$ cat src/verilog/ccrb_defs.vh
// Offsets, field positions, reset values and timing counts of the register bank.
`ifndef CCRB_DEFS_VH
`define CCRB_DEFS_VH
`define CCRB_OFS_POWER_PATH 8'h03
`define CCRB_OFS_CHG_CURRENT 8'h04
`define CCRB_OFS_PRE_TERM 8'h05
`define CCRB_OFS_CHG_VOLTAGE 8'h06
`define CCRB_BIT_LOAD_EN 7
`define CCRB_BIT_KICK 6
`define CCRB_BIT_BOOST_EN 5
`define CCRB_BIT_CHG_EN 4
`define CCRB_SYSMIN_HI 3
`define CCRB_SYSMIN_LO 1
`define CCRB_BIT_BOOST_EXIT 0
`define CCRB_BIT_PULSE_EN 7
`define CCRB_BIT_PRE_FAST 1
`define CCRB_BIT_RECHG 0
`define CCRB_RST_POWER_PATH 8'h3A
`define CCRB_RST_CHG_CURRENT 8'h20
`define CCRB_RST_PRE_TERM 8'h13
`define CCRB_RST_CHG_VOLTAGE 8'h82
`define CCRB_SYSMIN_RST 3'h5
`define CCRB_FAST_CHARGE_CURRENT_MAX 7'h4F
`define CCRB_CHARGE_VOLTAGE_LIMIT_MAX 6'h30
`define CCRB_WD_SEL_RST 2'h1
`define CCRB_WD_UNIT_S 40
`define CCRB_CLK_HZ 200000000
`define CCRB_TICK_CYCLES (`CCRB_CLK_HZ / 1000)
`define CCRB_WD_UNIT_MS (`CCRB_WD_UNIT_S * 1000)
`endif

$ cat src/verilog/ccrb_register_bank.v
// Charger configuration register bank with watchdog reset of its fields, except the minimum system voltage field, which it keeps.
`timescale 1ns/1ps
`include "ccrb_defs.vh"
module ccrb_register_bank #(
  parameter TICK_CYCLES = `CCRB_TICK_CYCLES,
  parameter WD_UNIT_MS = `CCRB_WD_UNIT_MS
) (
  input wire clk,
  input wire rst_n,
  input wire wr_en,
  input wire [7:0] addr,
  input wire [7:0] wdata,
  output reg [7:0] rdata,
  input wire reg_reset,
  input wire [1:0] watchdog_period_sel,
  output reg watchdog_expired,
  output wire battery_load_enable,
  output wire boost_output_enable,
  output wire charge_enable,
  output wire charge_active,
  output wire [2:0] min_system_voltage,
  output wire boost_exit_select,
  output wire pulse_control_enable,
  output wire [6:0] fast_charge_current,
  output wire [3:0] precharge_current,
  output wire [3:0] termination_current,
  output wire [5:0] charge_voltage_limit,
  output wire precharge_to_fast_threshold,
  output wire recharge_offset
);
  reg rst_meta_q;
  reg rst_sync_q;
  reg [7:0] power_path_control_q;
  reg [7:0] charge_current_control_q;
  reg [7:0] precharge_termination_current_q;
  reg [7:0] charge_voltage_control_q;
  reg [31:0] tick_cnt_q;
  reg [31:0] wd_ms_q;
  reg [31:0] wd_limit;
  wire wd_fire;
  wire kick;
  wire [6:0] fast_charge_current_w;
  wire [5:0] charge_voltage_limit_w;

  always @(posedge clk or negedge rst_n) begin
    if (!rst_n) begin
      rst_meta_q <= 1'b0;
      rst_sync_q <= 1'b0;
    end else begin
      rst_meta_q <= 1'b1;
      rst_sync_q <= rst_meta_q;
    end
  end

  assign kick = wr_en && (addr == `CCRB_OFS_POWER_PATH) &&
    wdata[`CCRB_BIT_KICK];
  assign fast_charge_current_w = (wdata[6:0] > `CCRB_FAST_CHARGE_CURRENT_MAX) ? `CCRB_FAST_CHARGE_CURRENT_MAX :
    wdata[6:0];
  assign charge_voltage_limit_w = (wdata[7:2] > `CCRB_CHARGE_VOLTAGE_LIMIT_MAX) ? `CCRB_CHARGE_VOLTAGE_LIMIT_MAX :
    wdata[7:2];

  // Watchdog period is a multiple of the 40 s unit; code zero disables it.
  always @* begin
    case (watchdog_period_sel)
      2'h1: wd_limit = WD_UNIT_MS;
      2'h2: wd_limit = WD_UNIT_MS * 2;
      2'h3: wd_limit = WD_UNIT_MS * 4;
      default: wd_limit = 32'h0;
    endcase
  end

  assign wd_fire = (wd_limit != 32'h0) && (wd_ms_q >= wd_limit - 32'h1) &&
    (tick_cnt_q == TICK_CYCLES - 1) && !kick;

  always @(posedge clk or negedge rst_sync_q) begin
    if (!rst_sync_q) begin
      tick_cnt_q <= 32'h0;
      wd_ms_q <= 32'h0;
      watchdog_expired <= 1'b0;
    end else begin
      watchdog_expired <= wd_fire;
      if (kick || reg_reset || wd_limit == 32'h0 || wd_fire) begin
        tick_cnt_q <= 32'h0;
        wd_ms_q <= 32'h0;
      end else if (tick_cnt_q == TICK_CYCLES - 1) begin
        tick_cnt_q <= 32'h0;
        wd_ms_q <= wd_ms_q + 32'h1;
      end else begin
        tick_cnt_q <= tick_cnt_q + 32'h1;
      end
    end
  end

  always @(posedge clk or negedge rst_sync_q) begin
    if (!rst_sync_q) begin
      power_path_control_q <= `CCRB_RST_POWER_PATH;
      charge_current_control_q <= `CCRB_RST_CHG_CURRENT;
      precharge_termination_current_q <= `CCRB_RST_PRE_TERM;
      charge_voltage_control_q <= `CCRB_RST_CHG_VOLTAGE;
    end else if (reg_reset) begin
      power_path_control_q <= `CCRB_RST_POWER_PATH;
      charge_current_control_q <= `CCRB_RST_CHG_CURRENT;
      precharge_termination_current_q <= `CCRB_RST_PRE_TERM;
      charge_voltage_control_q <= `CCRB_RST_CHG_VOLTAGE;
    end else if (wd_fire) begin
      power_path_control_q <= {`CCRB_RST_POWER_PATH & 8'hF1} |
        {4'h0, power_path_control_q[3:1], 1'b0};
      charge_current_control_q <= `CCRB_RST_CHG_CURRENT;
      precharge_termination_current_q <= `CCRB_RST_PRE_TERM;
      charge_voltage_control_q <= `CCRB_RST_CHG_VOLTAGE;
    end else begin
      // The kick bit never stores; it reads back as zero.
      power_path_control_q[`CCRB_BIT_KICK] <= 1'b0;
      if (wr_en) begin
        case (addr)
          `CCRB_OFS_POWER_PATH: begin
            power_path_control_q <= wdata & 8'hBF;
          end
          `CCRB_OFS_CHG_CURRENT: begin
            charge_current_control_q <= {wdata[7], fast_charge_current_w};
          end
          `CCRB_OFS_PRE_TERM: begin
            precharge_termination_current_q <= wdata;
          end
          `CCRB_OFS_CHG_VOLTAGE: begin
            charge_voltage_control_q <= {charge_voltage_limit_w, wdata[1:0]};
          end
          default: begin
          end
        endcase
      end
    end
  end

  always @(posedge clk or negedge rst_sync_q) begin
    if (!rst_sync_q) begin
      rdata <= 8'h00;
    end else begin
      case (addr)
        `CCRB_OFS_POWER_PATH: rdata <= power_path_control_q;
        `CCRB_OFS_CHG_CURRENT: rdata <= charge_current_control_q;
        `CCRB_OFS_PRE_TERM: rdata <= precharge_termination_current_q;
        `CCRB_OFS_CHG_VOLTAGE: rdata <= charge_voltage_control_q;
        default: rdata <= 8'h00;
      endcase
    end
  end

  assign battery_load_enable = power_path_control_q[`CCRB_BIT_LOAD_EN];
  assign boost_output_enable = power_path_control_q[`CCRB_BIT_BOOST_EN];
  assign charge_enable = power_path_control_q[`CCRB_BIT_CHG_EN];
  assign min_system_voltage =
    power_path_control_q[`CCRB_SYSMIN_HI:`CCRB_SYSMIN_LO];
  assign boost_exit_select = power_path_control_q[`CCRB_BIT_BOOST_EXIT];
  assign pulse_control_enable =
    charge_current_control_q[`CCRB_BIT_PULSE_EN];
  assign fast_charge_current = charge_current_control_q[6:0];
  assign charge_active = charge_enable &&
    (fast_charge_current != 7'h00);
  assign precharge_current = precharge_termination_current_q[7:4];
  assign termination_current = precharge_termination_current_q[3:0];
  assign charge_voltage_limit = charge_voltage_control_q[7:2];
  assign precharge_to_fast_threshold =
    charge_voltage_control_q[`CCRB_BIT_PRE_FAST];
  assign recharge_offset = charge_voltage_control_q[`CCRB_BIT_RECHG];
endmodule // ccrb_register_bank

$ cat config.mk
export PLATFORM = sky130hd
export DESIGN_NAME = ccrb_register_bank
export DESIGN_NICKNAME = d
export VERILOG_FILES = /design/src/verilog/ccrb_register_bank.v
export VERILOG_INCLUDE_DIRS = /design/src /design/src/verilog
export SDC_FILE = /design/constraint.sdc
export NUM_CORES = 1
export LEC_CHECK = 0
export BUFFER_PORTS_ARGS = -buffer_cell sky130_fd_sc_hd__buf_2
export CORE_ASPECT_RATIO = 2
export CORE_MARGIN = 1.5
export CORE_UTILIZATION = 45
export CTS_CLUSTER_DIAMETER = 150
export DETAILED_ROUTE_END_ITERATION = 8
export GPL_TIMING_DRIVEN = 0
export PLACE_DENSITY = 0.72
export SLEW_MARGIN = 40
export SYNTH_ARGS = -nofsm -noshare
export SYNTH_HDL_FRONTEND = slang
export SYNTH_SLANG_ARGS = --single-unit
$ cat constraint.sdc
create_clock -name clk -period 6.3 [get_ports clk]
set_clock_uncertainty 0.2 [all_clocks]
set_input_delay 1.26 -clock clk [delete_from_list [all_inputs] [get_ports clk]]
set_output_delay 1.26 -clock clk [all_outputs]
set_load 0.01 [all_outputs]
Yosys cells after proc, flatten, opt, wreduce, memory -nomap -nowiden:

Index checks and enable logic that the tools add are counted.

* bits of input ports: 22
* bits in registers: 107
* word-level logic and storage cells: 77
* output and inout port bits: 41

* reduce and logical (&&, ||, !) cells: 26
* equality and inequality tests: 9
* magnitude comparators: 3
* add/subtract/negate cells: 3
* mux-type cells: 24

Operator list (number)
* $mux 32: 4
* $mux 8: 16
* $add 32x1->32 const B: 2
* $pmux 18 s3: 1
* $eq 32x18->1 const B: 1
* $ge 32x32->1: 1
* $logic_not 32->1: 1
* $pmux 8 s4: 1
* $reduce_bool 32->1: 1
* $sub 32x1->32 const B: 1
* $eq 8x3->1 const B: 3
* $reduce_bool 3->1: 5
* $eq 8x2->1 const B: 1
* $reduce_and 2->1: 4
* $gt 7x7->1 const B: 1
* $mux 7: 1
* $reduce_bool 7->1: 1
* $gt 6x6->1 const B: 1
* $logic_and 1x1->1: 6
* $mux 6: 1
* $reduce_bool 2->1: 3
* $eq 2x2->1 const B: 2
* $logic_or 1x1->1: 3
* $reduce_and 3->1: 1
* 3 further kinds: 3

Longest topological paths before layout:

* depth after elaboration: 9
* depth in mapped cells: 12

Worst setup path after synthesis:

OpenSTA, ideal clock, no wires.

* kind: input to register
* from: input port watchdog_period_sel[0]
* to: register wd_ms_q[12]
* path buffers: 1
* setup slack: 2.414 ns
* setup time: 0.074 ns
* arrival: 3.613 ns
* cell stages on the path: 12
* path through: inv_1 ha_1 inv_1 ha_1 a21oi_1 nand2_1 a221oi_1 o211ai_1 a21oi_1 o21ai_0 clkbuf_1 nor2b_1

* longest elaborated chain between the ends: 9
* elaborated cells on any way between the ends: 15
* classes of those cells: 1 x add/sub; 1 x order compare; 3 x eq/ne; 2 x mux; 8 x reduce/logical

Ends and longest elaborated chain
* start, declared: line ccrb_register_bank.v:15 `input wire [1:0] watchdog_period_sel,`
* $eq 2x2->1 or $eq 2x1->1 (tied branches): line ccrb_register_bank.v:64 `case (watchdog_period_sel)`
* $pmux 18 s3 *: line ccrb_register_bank.v:64
* $sub 32x1->32: line ccrb_register_bank.v:72 `assign wd_fire = (wd_limit != 32'h0) && (wd_ms_q >= wd_limit - 32'h1) &&`
* $ge 32x32->1: line ccrb_register_bank.v:72
* $logic_and 1x1->1 (2 in series): line ccrb_register_bank.v:72
* $logic_and 1x1->1: line ccrb_register_bank.v:73 `(tick_cnt_q == TICK_CYCLES - 1) && !kick;`
* $logic_or 1x1->1 *: line ccrb_register_bank.v:82 `if (kick || reg_reset || wd_limit == 32'h0 || wd_fire) begin`
* $mux 32 or $reduce_bool 2->1 (tied branches)
* end signal, assigned: line ccrb_register_bank.v:87 `wd_ms_q <= wd_ms_q + 32'h1;`
* end, declared: line ccrb_register_bank.v:38 `reg [31:0] wd_ms_q;`

Every way passes the cells marked *; elsewhere a longest branch is shown, timed or not.
A chain may end at the register's enable or synchronous reset.

Final worst setup path:

* from: input port watchdog_period_sel[1]
* to: register charge_voltage_control_q[0]

* longest elaborated chain between the ends: 9
* elaborated cells on any way between the ends: 15
* classes of those cells: 1 x add/sub; 1 x order compare; 3 x eq/ne; 3 x mux; 7 x reduce/logical

Ends and longest elaborated chain
* $eq 2x2->1 or $eq 2x1->1 (tied branches): line ccrb_register_bank.v:64
* $pmux 18 s3 *: line ccrb_register_bank.v:64
* $sub 32x1->32: line ccrb_register_bank.v:72
* $ge 32x32->1: line ccrb_register_bank.v:72
* $logic_and 1x1->1 * (2 in series): line ccrb_register_bank.v:72
* $logic_and 1x1->1 *: line ccrb_register_bank.v:73
* $reduce_bool 3->1 (no source line) or $mux 8 (tied branches)
* $reduce_and 2->1 (no source line) or $mux 8 (tied branches)
* end signal, assigned: line ccrb_register_bank.v:99 `` charge_voltage_control_q <= `CCRB_RST_CHG_VOLTAGE; ``
* end signal, assigned: line ccrb_register_bank.v:104 `` charge_voltage_control_q <= `CCRB_RST_CHG_VOLTAGE; ``
* end signal, assigned: line ccrb_register_bank.v:110 `` charge_voltage_control_q <= `CCRB_RST_CHG_VOLTAGE; ``
* end, declared: line ccrb_register_bank.v:36 `reg [7:0] charge_voltage_control_q;`

Marks and branches as above.

==> impl_metrics.ini <==
[timing]
slew_headroom_pct = 50.16
layout_min_cycle_time_ns = 4.379
rsz0062_at_grt = no
setup_viol = 0
hold_viol_final = 0
worst_slew_pin_slew_ns = 0.7420
finalSetupTns_ns = 0
fmax_mhz = 228.4
drv_slew = 0
fin_crit_sh_pct = 69.51
setup_ws_ns = 1.921

[synthesis]
yosysSeqAreaShare_pct = 46.55
synth.distinct_cells = 52
synth_cells = 604
ys.flop_type = dfrtp_1
synth_warnings = 0
syn_area_per_cell_sq_um = 9.479
netlist_area_sq_um = 5725
yosys_register_bits = 106
synth_nets = 660
async_reset_ff_share_pct = 100.0
synth_edf_count = 0

[setup_path]
worstRegToRegCells = 9
r2r-start = tick_cnt_q[0]$_DFF_PN0_
r2r_end = wd_ms_q[20]$_DFFE_PN0P_
cp.required_ns = 6.36
critPathArrivalTime_ns = 4.44
critPathCapture = charge_voltage_control_q[0]$_DFFE_PN0P_
reg2reg_slack_ns = 3.29
startpoint = watchdog_period_sel[1]
path_max_fanout = 16
startpoint_type = input port
critPathKind = in2reg
cp-end-kind = flip-flop

[drt]
drc_errors = 0
dr.pass1.iters = 6
vias = 4841
dr.first_iter.drc_count = 226
routed_wl_mm = 14.22
viasPerCell = 5.805
wire_per_inst_um = 17.05
ant_nets = 0

[power]
power_density_nw_per_um2 = 196.3
p_leak_uw = 0.002957
pwr-share-comb_pct = 5.8
p_sw_share_pct = 24.42
finalPower_uw = 1297
switchingPower_uw = 316.7
seq_power_share_pct = 52.8
clock_power_share_pct = 41.4
internal_power_uw = 980.4
irDropWorstVdd_uv = 208.1

[placement]
place.port_buffers = 60
dp_hpwl_mm = 10.77
pre_cts_ws_ns = 1.544
globalplace.congestion = 0.9235

[clock_network]
cts_buffer_depth = 2
numCtsBuffers = 9
post_cts_buffers = 0
cts_tree = yes
clk_pin_slew_worst_paths_ns = 0.08
cts.sinks = 106
insertion_delay_ns = 0.35
cts-root-buf = clkbuf_16
htree_levels = 3

[global_routing]
grt_pass1_wl_mm = 23.94
antenna_found_initial = 0
grt_pass1_vias = 5053
grt.overflow.total = 0
grt_max_degree = 35
grt.total_usage_pct = 23.01

[cells_and_area]
seqCellArea_sq_um = 2669
post-route-util_pct = 52.94
final_common_cell = dfrtp_1
n_fill_cell = 1117
antenna_cells = 0
fin_nets = 735
final_layout_size_suffix_gt1_share_pct = 16.08
area_growth_pct = 15.41
multi_input_comb_area_sq_um = 2989
mostFrequentLayoutCells = dfrtp_1 (95), nand2_1 (93), nor2_1 (87)

[die]
die_y_um = 162.5
pin_count = 63
fp.dieW_um = 82.76
dieArea_sq_um = 13450
initial_core_util_pct = 45.87
rows = 58
core_sq_um = 12480

[status]
outcome = complete, no violations

[flow_run]
cap_violations = 0

[hold_path]
hold_path.class = reg2async
==> how the worst min path moves through the flow <==
stage,to,slack [ns],cells after the start,startpoint
6_report,tick_cnt_q[21]$_DFF_PN0_,0.07,1,rst_sync_q$_DFF_PN0_
5_1_grt,tick_cnt_q[21]$_DFF_PN0_,0.10,1,rst_sync_q$_DFF_PN0_
4_1_cts,tick_cnt_q[21]$_DFF_PN0_,0.09,1,rst_sync_q$_DFF_PN0_
3_5_place_dp,tick_cnt_q[11]$_DFF_PN0_,-0.01,0,rst_sync_q$_DFF_PN0_
3_3_place_gp,rst_sync_q$_DFF_PN0_,0.14,0,rst_meta_q$_DFF_PN0_
2_1_floorplan,rst_sync_q$_DFF_PN0_,0.13,0,rst_meta_q$_DFF_PN0_
==> power groups by stage <==
stage,clock network [uW],logic [uW],registers [uW]
global placement,0,54.3,710
global route,569,84.7,685
detailed placement,0,72.7,700
finish,537,75.7,685
CTS,543,75.5,685
floorplan,0,32.8,707
==> registers in the layout, indices dropped and copies added, names as in the netlist, 7 cells and up <==
signal / count
charge_current_control_q: 8
charge_voltage_control_q: 8
power_path_control_q: 7
precharge_termination_current_q: 8
rdata: 8
tick_cnt_q: 32
wd_ms_q: 32
==> kinds of logic (layout without fill, tap and decap cells) <==
| kind of cell | after synthesis | count (layout) | share of synthesized area [%] |
|---|---|---|---|
| adder cells (fa/ha/maj) | 34 | 34 | 7.430 |
| multiplexers | 5 | 5 | 0.8742 |
| AND/OR/NAND/NOR | 310 | 310 | 26.86 |
| other | 1 | 1 | 0.06550 |
| buffers and inverters | 28 | 108 | 2.010 |
| AO/OA/AOI/OAI | 62 | 62 | 7.343 |
| flip-flops | 106 | 106 | 46.55 |
| XOR/XNOR | 58 | 58 | 8.872 |
==> per-stage QoR <==
step / cells / hold slack [ns] / instance area [sq um]
final: 834 / 0.07406 / 6608
after global routing: 834 / 0.1015 / 6608
after CTS: 834 / 0.09115 / 6590
after detailed placement: 817 / -0.01319 / 6304
after global placement: 814 / 0.1442 / 6213
after floorplan: 604 / 0.1312 / 5725
==> synth_stat cells, drive strengths merged, types with 10 or more instances <==
library cell	n	area, sq um
dfrtp	96	2402
nand2	93	349.1
nor2	89	339.1
nand3	39	195.2
ha	34	425.4
xor2	30	262.8
xnor2	28	245.2
a21oi	27	138.9
nand4	24	150.1
nor4	15	142.6
inv	14	52.55
nor3	14	86.34
clkbuf	11	41.29
dfstp	10	262.8
==> per-layer routing <==
layer  share of wire [%]  wire length, um  track usage, %  up-vias
met2                  55             7751           41.50      131
met4                 4.4              623           11.21        0
met5                   0                0               0        -
met3                 3.6              505           3.249       41
li1                    -                -               -     2267
met1                  38             5338           25.32     2402
==> worst max-delay path, stage by stage <==
cell      delay [ns]
buf_2           0.15
inv_1           0.10
ha_1            0.26
inv_1           0.44
ha_1            0.37
a21oi_1         0.15
nand2_1         0.07
a221oi_1        0.28
o211ai_1        0.23
a21oi_1         0.39
o21bai_1        0.20
clkbuf_1        0.31
a21oi_1         0.21
==> area by class of cell <==
type | count | share of cell area (%)
clock buffer | 11 | 3.522
clock inverter | 5 | 0.6628
timing repair buffer | 64 | 5.605
tap | 150 | 2.840
multi-input combinational | 470 | 45.24
inverter | 14 | 0.7953
sequential | 106 | 40.39
buffer | 14 | 0.9468
==> timing repair <==
action | CTS | global route
gates resized for setup | 0 | 0
hold endpoints to repair | 14 | 0
hold buffers | 1 | 0
(Power assumes the default switching activity.)
